**config.mk**
```make
export PLATFORM = sky130hd
export DESIGN_NAME = isl_i2c_slave
export DESIGN_NICKNAME = d
export VERILOG_FILES = /design/src/isl_pkg.sv /design/src/isl_i2c_slave.sv
export VERILOG_INCLUDE_DIRS = /design/src
export SDC_FILE = /design/constraint.sdc
export NUM_CORES = 1
export LEC_CHECK = 0
export BUFFER_PORTS_ARGS = -buffer_cell sky130_fd_sc_hd__buf_2
export CORE_ASPECT_RATIO = 1.5
export CORE_MARGIN = 5
export CORE_UTILIZATION = 45
export CTS_CLUSTER_DIAMETER = 50
export DETAILED_ROUTE_END_ITERATION = 8
export PLACE_DENSITY = 0.64
export SYNTH_ARGS = -nofsm -noshare
export SYNTH_HDL_FRONTEND = slang
export SYNTH_SLANG_ARGS = --single-unit
export TNS_END_PERCENT = 50
```
**constraint.sdc**
```tcl
create_clock -name i_core_clk -period 2.9 [get_ports i_core_clk]
set_clock_uncertainty 0.2 [all_clocks]
set_input_delay 0.435 -clock i_core_clk [delete_from_list [all_inputs] [get_ports i_core_clk]]
set_output_delay 0.435 -clock i_core_clk [all_outputs]
set_load 0.005 [all_outputs]
```
**src/isl_consts.svh**
```systemverilog
// Offsets, field positions, reset values and bit counts for the I2C slave.
// Assumes byte addresses on a 32-bit APB bus, one register per word.
`ifndef ISL_CONSTS_SVH
`define ISL_CONSTS_SVH

// ----------------------------------------------------------------
// Register byte offsets
// ----------------------------------------------------------------
`define ISL_OFF_CTRL 8'h00
`define ISL_OFF_STAT 8'h04
`define ISL_OFF_RXB 8'h08
`define ISL_OFF_TXB 8'h0C
`define ISL_OFF_SADDR 8'h10

// ----------------------------------------------------------------
// Control register fields
// ----------------------------------------------------------------
`define ISL_CTRL_EN 0
`define ISL_CTRL_A10 1
`define ISL_CTRL_RECEIVE_STRETCH_ENABLE 2
`define ISL_CTRL_REL 3

// ----------------------------------------------------------------
// Status register fields (bits 5:0 read-only)
// ----------------------------------------------------------------
`define ISL_ST_RBF 0
`define ISL_ST_TBF 1
`define ISL_ST_RW 2
`define ISL_ST_TEN 3
`define ISL_ST_HOLD 4
`define ISL_ST_BUSY 5
`define ISL_ST_OV 6
`define ISL_ST_EVT 7

// ----------------------------------------------------------------
// Reset values, 10-bit address header and bit counts
// ----------------------------------------------------------------
`define ISL_RST_SADDR 10'h000
`define ISL_RST_REL 1'b1
`define ISL_TEN_HI 5'h1E
`define ISL_BIT_ACK 4'h8
`define ISL_BIT_END 4'h9

`endif

```
**src/isl_pkg.sv**
```systemverilog
// Types for the I2C slave: link states and the module's state record.
// Assumes isl_consts.svh supplies all numeric constants.
package isl_pkg;

	// ----------------------------------------------------------------
	// Link states
	// ----------------------------------------------------------------
	typedef enum logic [2:0] {
		ST_IDLE,
		ST_ADDR,
		ST_ADDR2,
		ST_RX,
		ST_TX
	} isl_link_type;

	// ----------------------------------------------------------------
	// Whole state of the slave
	// ----------------------------------------------------------------
	typedef struct packed {
		isl_link_type st;
		logic [3:0] cnt;
		logic [7:0] sr;
		logic [7:0] rxbuf;
		logic [7:0] txbuf;
		logic [9:0] addr;
		logic en;
		logic a10;
		logic receive_stretch_enable;
		logic rel;
		logic receive_full_flag;
		logic transmit_full_flag;
		logic ov;
		logic evt;
		logic rw;
		logic ten;
		logic need_load;
		logic mack;
		logic scl_m;
		logic scl_s;
		logic scl_d;
		logic sda_m;
		logic sda_s;
		logic sda_d;
		logic scl_oe;
		logic sda_oe;
		logic pin_lvl;
		logic evt_pulse;
		logic [31:0] prdata;
		logic pready;
		logic pslverr;
	} isl_state_type;

endpackage : isl_pkg

```
**src/isl_i2c_slave.sv**
```systemverilog
// I2C slave with 7/10-bit address match, double-buffered receive,
// transmit register and clock stretching; registers over APB.
// Assumes open-drain SCL/SDA resolved outside, async and slow vs core.
`include "isl_consts.svh"

module isl_i2c_slave (
	input wire logic i_core_clk,
	input wire logic i_rst_n,
	input wire logic i_clk_en,
	input wire logic i_psel,
	input wire logic i_penable,
	input wire logic i_pwrite,
	input wire logic [7:0] i_paddr,
	input wire logic [31:0] i_pwdata,
	output logic [31:0] o_prdata,
	output logic o_pready,
	output logic o_pslverr,
	input wire logic i_scl,
	output logic o_scl,
	output logic o_scl_oe,
	input wire logic i_sda,
	output logic o_sda,
	output logic o_sda_oe,
	output logic o_slave_event
);

	isl_pkg::isl_state_type r;
	isl_pkg::isl_state_type n;
	logic scl_rise, scl_fall;
	logic start_c, stop_c, apb_acc;

	// ----------------------------------------------------------------
	// Pin edge and bus condition detection
	// ----------------------------------------------------------------
	assign scl_rise = r.scl_s & ~r.scl_d;
	assign scl_fall = ~r.scl_s & r.scl_d;
	// Start/Stop need SCL high on both samples to reject glitches
	assign start_c = r.scl_s & r.scl_d & ~r.sda_s & r.sda_d;
	assign stop_c = r.scl_s & r.scl_d & r.sda_s & ~r.sda_d;
	assign apb_acc = i_psel & i_penable & r.pready;

	function automatic logic [31:0] rd_word(
		input isl_pkg::isl_state_type s,
		input logic [7:0] a
	);
		logic [31:0] w;
		w = 32'h0000_0000;
		unique case (a)
			`ISL_OFF_CTRL: begin
				w[`ISL_CTRL_EN] = s.en;
				w[`ISL_CTRL_A10] = s.a10;
				w[`ISL_CTRL_RECEIVE_STRETCH_ENABLE] = s.receive_stretch_enable;
				w[`ISL_CTRL_REL] = s.rel;
			end
			`ISL_OFF_STAT: begin
				w[`ISL_ST_RBF] = s.receive_full_flag;
				w[`ISL_ST_TBF] = s.transmit_full_flag;
				w[`ISL_ST_RW] = s.rw;
				w[`ISL_ST_TEN] = s.ten;
				w[`ISL_ST_HOLD] = s.scl_oe;
				w[`ISL_ST_BUSY] = s.st != isl_pkg::ST_IDLE;
				w[`ISL_ST_OV] = s.ov;
				w[`ISL_ST_EVT] = s.evt;
			end
			`ISL_OFF_RXB: w[7:0] = s.rxbuf;
			`ISL_OFF_TXB: w[7:0] = s.txbuf;
			`ISL_OFF_SADDR: w[9:0] = s.addr;
			default: w = 32'h0000_0000;
		endcase
		return w;
	endfunction : rd_word

	always_comb begin
		logic hi_ok, tx_start, tx_wr;
		n = r;
		hi_ok = 1'b0;
		tx_start = 1'b0;
		tx_wr = 1'b0;
		n.pready = 1'b0;
		n.evt_pulse = 1'b0;
		n.scl_m = i_scl;
		n.scl_s = r.scl_m;
		n.scl_d = r.scl_s;
		n.sda_m = i_sda;
		n.sda_s = r.sda_m;
		n.sda_d = r.sda_s;
		// ------------------------------------------------------------
		// APB slave: one wait state, answer from registers
		// ------------------------------------------------------------
		if (i_psel && i_penable && !r.pready) begin
			n.pready = 1'b1;
			n.prdata = rd_word(r, i_paddr);
			n.pslverr = !(i_paddr == `ISL_OFF_CTRL ||
				i_paddr == `ISL_OFF_STAT || i_paddr == `ISL_OFF_RXB ||
				i_paddr == `ISL_OFF_TXB || i_paddr == `ISL_OFF_SADDR);
		end
		if (apb_acc && i_pwrite) begin
			unique case (i_paddr)
				`ISL_OFF_CTRL: begin
					n.en = i_pwdata[`ISL_CTRL_EN];
					n.a10 = i_pwdata[`ISL_CTRL_A10];
					n.receive_stretch_enable = i_pwdata[`ISL_CTRL_RECEIVE_STRETCH_ENABLE];
					if (i_pwdata[`ISL_CTRL_REL]) begin
						if (r.receive_stretch_enable || r.need_load)
							n.rel = 1'b1;
					end else if (r.receive_stretch_enable) begin
						n.rel = 1'b0;
					end
				end
				`ISL_OFF_STAT: begin
					n.ov = i_pwdata[`ISL_ST_OV];
					n.evt = i_pwdata[`ISL_ST_EVT];
				end
				`ISL_OFF_TXB: begin
					n.txbuf = i_pwdata[7:0];
					n.transmit_full_flag = 1'b1;
					tx_wr = 1'b1;
				end
				`ISL_OFF_SADDR: n.addr = i_pwdata[9:0];
				default: ;
			endcase
		end
		if (apb_acc && !i_pwrite && i_paddr == `ISL_OFF_RXB)
			n.receive_full_flag = 1'b0;
		// ------------------------------------------------------------
		// Link sequencer; hardware sets override software clears
		// ------------------------------------------------------------
		if (!r.en) begin
			n.st = isl_pkg::ST_IDLE;
			n.sda_oe = 1'b0;
			n.cnt = 4'h0;
			n.need_load = 1'b0;
		end else if (start_c) begin
			n.st = isl_pkg::ST_ADDR;
			n.cnt = 4'h0;
			n.sda_oe = 1'b0;
			n.need_load = 1'b0;
		end else if (stop_c) begin
			n.st = isl_pkg::ST_IDLE;
			n.sda_oe = 1'b0;
			n.need_load = 1'b0;
		end else if (scl_rise && r.st != isl_pkg::ST_IDLE) begin
			if (r.cnt < `ISL_BIT_ACK && r.st != isl_pkg::ST_TX)
				n.sr = {r.sr[6:0], r.sda_s};
			if (r.cnt == `ISL_BIT_ACK && r.st == isl_pkg::ST_TX)
				n.mack = ~r.sda_s;
			n.cnt = r.cnt + 4'h1;
		end else if (scl_fall && r.st != isl_pkg::ST_IDLE) begin
			if (r.cnt == `ISL_BIT_ACK) begin
				n.sda_oe = 1'b0;
				unique case (r.st)
					isl_pkg::ST_ADDR: begin
						hi_ok = r.sr[7:3] == `ISL_TEN_HI &&
							r.sr[2:1] == r.addr[9:8];
						if (!r.a10) begin
							if (r.sr[7:1] == r.addr[6:0]) begin
								n.sda_oe = 1'b1;
								n.rw = r.sr[0];
							end else begin
								n.st = isl_pkg::ST_IDLE;
							end
						end else if (hi_ok && (!r.sr[0] || r.ten)) begin
							n.sda_oe = 1'b1;
							n.rw = r.sr[0];
							if (!r.sr[0])
								n.ten = 1'b0;
						end else begin
							n.ten = 1'b0;
							n.st = isl_pkg::ST_IDLE;
						end
					end
					isl_pkg::ST_ADDR2: begin
						if (r.sr == r.addr[7:0]) begin
							n.sda_oe = 1'b1;
						end else begin
							n.ten = 1'b0;
							n.st = isl_pkg::ST_IDLE;
						end
					end
					isl_pkg::ST_RX: begin
						if (r.receive_full_flag) begin
							n.ov = 1'b1;
						end else begin
							n.rxbuf = r.sr;
							n.receive_full_flag = 1'b1;
							n.sda_oe = ~r.ov;
						end
					end
					default: ;
				endcase
			end else if (r.cnt == `ISL_BIT_END) begin
				n.sda_oe = 1'b0;
				n.cnt = 4'h0;
				n.evt = 1'b1;
				n.evt_pulse = 1'b1;
				unique case (r.st)
					isl_pkg::ST_ADDR: begin
						if (r.rw) begin
							n.st = isl_pkg::ST_TX;
							tx_start = 1'b1;
						end else if (r.a10) begin
							n.st = isl_pkg::ST_ADDR2;
						end else begin
							n.st = isl_pkg::ST_RX;
						end
					end
					isl_pkg::ST_ADDR2: begin
						n.ten = 1'b1;
						n.st = isl_pkg::ST_RX;
					end
					isl_pkg::ST_RX: begin
						if (r.receive_stretch_enable && n.receive_full_flag)
							n.rel = 1'b0;
					end
					isl_pkg::ST_TX: begin
						if (r.mack)
							tx_start = 1'b1;
						else
							n.st = isl_pkg::ST_IDLE;
					end
					default: n.st = isl_pkg::ST_IDLE;
				endcase
			end else if (r.st == isl_pkg::ST_TX && !r.need_load) begin
				n.sr = {r.sr[6:0], 1'b0};
				n.sda_oe = ~r.sr[6];
			end
		end
		// ------------------------------------------------------------
		// Transmit load and stretch
		// ------------------------------------------------------------
		if (tx_start) begin
			if (r.transmit_full_flag) begin
				n.sr = r.txbuf;
				n.sda_oe = ~r.txbuf[7];
				n.transmit_full_flag = tx_wr;
			end else begin
				n.rel = 1'b0;
				n.need_load = 1'b1;
			end
		end else if (r.need_load && r.rel && r.en) begin
			n.sr = r.txbuf;
			n.sda_oe = ~r.txbuf[7];
			n.transmit_full_flag = tx_wr;
			n.need_load = 1'b0;
		end
		// Hold once SCL seen low; one cycle past a load so SDA leads SCL
		n.scl_oe = (~n.rel | r.need_load) & r.en &
			(r.scl_oe | ~r.scl_s);
		n.pin_lvl = 1'b0;
	end

	always_ff @(posedge i_core_clk or negedge i_rst_n) begin
		if (!i_rst_n) begin
			r <= '0;
			r.st <= isl_pkg::ST_IDLE;
			r.addr <= `ISL_RST_SADDR;
			r.rel <= `ISL_RST_REL;
			r.scl_m <= 1'b1;
			r.scl_s <= 1'b1;
			r.scl_d <= 1'b1;
			r.sda_m <= 1'b1;
			r.sda_s <= 1'b1;
			r.sda_d <= 1'b1;
		end else if (i_clk_en) begin
			r <= n;
		end
	end

	assign o_prdata = r.prdata;
	assign o_pready = r.pready;
	assign o_pslverr = r.pslverr;
	assign o_scl = r.pin_lvl;
	assign o_scl_oe = r.scl_oe;
	assign o_sda = r.pin_lvl;
	assign o_sda_oe = r.sda_oe;
	assign o_slave_event = r.evt_pulse;
endmodule : isl_i2c_slave

```
==> summary.txt <==
Critical path
  • Startpoint Class: flip-flop
  • FF-to-FF path depth: 6
  • CP Capture Type: flip-flop
  • Worst r2r dst: r[86]
  • Crit path buffers/inverters: 0
  • Critical path depth in cells: 6
  • Slowest stage cell, crit path: dfrtp_1
  • CP cell instances: nor4bb_1, o311ai_1, a221o_1, or2_2, or3_1, o211a_1
  • CP delay by family, top: simple AND/OR/NAND/NOR gates
  • R2R Path Start: r[96]
  • CP max FO: 10
  • CP required: 2920 ps
  • CP arrival: 2790 ps
  • Reg-to-reg slack, setup: 130 ps
  • Slowest stage delay, CP: 550 ps
  • Crit Path Class: flip-flop to flip-flop

STA
  • Final slew viol count: 0
  • Sum Neg Setup Slack: 0 ps
  • Final WS setup: 130 ps
  • Fin crit share: 0.955
  • Least-Margin Pin Slew: 933 ps
  • Fin crit period: 2770 ps
  • RSZ-0062 raised after global routing: no
  • Hold Vio Cnt, Final: 0
  • # setup viols final: 0
  • FMAX: 0.361 GHz
  • Worst hold slack: 42.5 ps
  • Slew headroom: 0.378

Clock network
  • H-tree Lvls: 3
  • Worst-skew pair later-pin latency: 330 ps
  • Post-CTS Resized: 0
  • Post-CTS Hold Fix Bufs: 0
  • Postcts setup bufs: 0
  • CTS tree: done
  • Clock transition at path regs: 60 ps
  • CTS buffer count: 9
  • Clock sinks: 74
  • Clock buffer depth: 2
  • Clock root buffer: clkbuf_16

Floorplanning
  • Die area: 0.0120 sq mm
  • # IOs: 87
  • Die height: 132 um
  • Core Area: 0.00969 sq mm
  • Starting density of the core: 0.459
  • Die X-Extent: 91.2 um
  • Row count: 44

Routing
  • Wirelength per Cell: 19.7 um
  • Via count: 3598
  • Iteration-0 DRC Markers: 252
  • Drt via density: 5.96
  • DRC violations left: 0
  • Drt pass-1 iters: 5
  • Drt total wl: 11900 um
  • Routed Antenna Nets: 0

Layout
  • Antenna fix cells: 0
  • Flip-flop and latch area: 0.00186 sq mm
  • Final core utilization: 0.513
  • Layout cells sized above 1: 0.264
  • Area Growth Syn to Fin: 11.7%
  • Non-Filler Instances: 604
  • Total Nets Final: 535
  • Area of the multi-input gates: 0.00229 sq mm
  • Fillers: 924

Worst hold path
  • Hold Path Class: input port to asynchronous set/reset pin

Yosys
  • Synth Cell Area: 0.00445 sq mm
  • Syn. warnings: 0
  • Share of the synthesized area in the top cell type: 0.377
  • Post-Synthesis Cells: 450
  • Area leader, netlist: dfrtp_1
  • Post-synth EDFFs: 0
  • Synth unique cells: 67
  • Syn avg cell area: 9.89 sq um
  • Synth async-reset ratio: 1.00
  • Sequential fraction of the synthesis area: 0.418
  • Seq cells post-synth: 74
  • Main flop type after synthesis: dfrtp_1
  • Top post-synthesis cells by area: dfrtp_1 38%, mux2_2 9.9%, buf_4 6.1%

Place
  • PortBufs: 40
  • Dpl hpwl: 8750 um
  • Placed Cells: 588
  • Setup WS pre-CTS: 194 ps
  • Routability cong.: 0.908

Pwr
  • Worst IR Drop VDD: 0.000494 V
  • Power per cell area: 495 mW/mm^2
  • Lkg Pwr: 2.36 nW

Global route
  • Overflow after GRT: 0
  • Antenna violations before repair: 0
  • Vias in the first global route: 3684
  • Global router's overall resource usage: 0.200
  • Pin count of the biggest net entering global routing: 75
  • First-pass GRT wire length: 19300 um

Run
  • Max-cap viol count: 0

Outcome
  • Status: finished, final reports clean
per-layer routing:
metal | vias up | global-route usage | routed length (um)
met5 | - | 0 | 0
met4 | 0 | 0.0971 | 460
met3 | 37 | 0.0354 | 609
met2 | 126 | 0.356 | 6290
met1 | 1778 | 0.228 | 4520
li1 | 1657 | - | -
stage by stage:
step | power (mW) | cell area (sq um)
3_3_place_gp | 1.28 | 4650
6_report | 2.46 | 4970
3_5_place_dp | 1.29 | 4650
4_1_cts | 2.48 | 4970
2_1_floorplan | 1.23 | 4540
5_1_grt | 2.55 | 4970
registers in the layout (all words and copies together), names as in the netlist:
register / cells
o_slave_event: 1
o_scl_oe: 1
r: 55
o_prdata: 10
n: 4
o_sda_oe: 1
o_pslverr: 1
o_pready: 1
cells in the final DEF (no fill, tap or decap), types with 9 or more instances in the layout:
cell type / synthesis / routed
xor2_1: 10 / 10
o21ai_0: 26 / 26
and3_1: 9 / 9
or3_1: 18 / 18
mux2_2: 39 / 39
clkbuf_16: 0 / 9
nor3_1: 9 / 9
nand2_1: 43 / 43
xnor2_1: 9 / 9
conb_1: 1 / 24
buf_4: 36 / 17
nor2_1: 23 / 23
dfrtp_1: 67 / 67
a21oi_1: 11 / 11
buf_2: 4 / 39
nand3_1: 10 / 10
cells by family after synthesis:
kind of cell,Yosys count,share of synthesized area
buf+inv,65,0.0863
compound gates,93,0.154
xor+xnor,19,0.0374
other cells,1,0.000843
flops,74,0.418
fa+ha+maj,3,0.00844
simple gates,149,0.179
mux,46,0.116
report_power, final:
group          switching [mW]  total, mW  leakage [nW]  internal (mW)
combinational           0.103      0.170          1.21         0.0663
sequential             0.0333       1.10         0.992           1.07
clock                   0.437       1.19         0.160          0.753
cells in the mapped netlist (all sizes together) (5+ instances only):
cell,number
o21ai,27
buf,44
a21oi,12
inv,9
nor3,10
or3,18
nand2,43
o211a,7
nand3,10
o31ai,8
nand4,5
nor2b,5
mux2,40
clkbuf,12
nor2,23
dfstp,7
and3,9
mux2i,6
dfrtp,67
xor2,10
a221oi,5
nor4,6
xnor2,9
area by class of cell:
type                       instances  share of cell area
clock buffer                       9              0.0453
clock inverter                     7              0.0186
inverter                           9             0.00680
multi-input combinational        334               0.461
sequential                        74               0.374
tap                              115              0.0290
timing repair buffer              56              0.0650
how the worst max path moves through the flow:
stage | start | to | slack, ps
after floorplan | r[90] | r[88] | 430
after global routing | r[96] | r[83] | 9
after detailed placement | i_paddr[7] | r[67] | 190
after global placement | i_paddr[7] | r[70] | 230
after CTS | r[96] | r[86] | 200
final | r[96] | r[86] | 130
worst reg2reg max path: cells and delay by family, from the launching register on:
family,cells,cell delay (ps)
flip-flops,1,550
AO/OA/AOI/OAI,3,810
AND/OR/NAND/NOR,3,1100
Power figures use the tool's default switching activity.
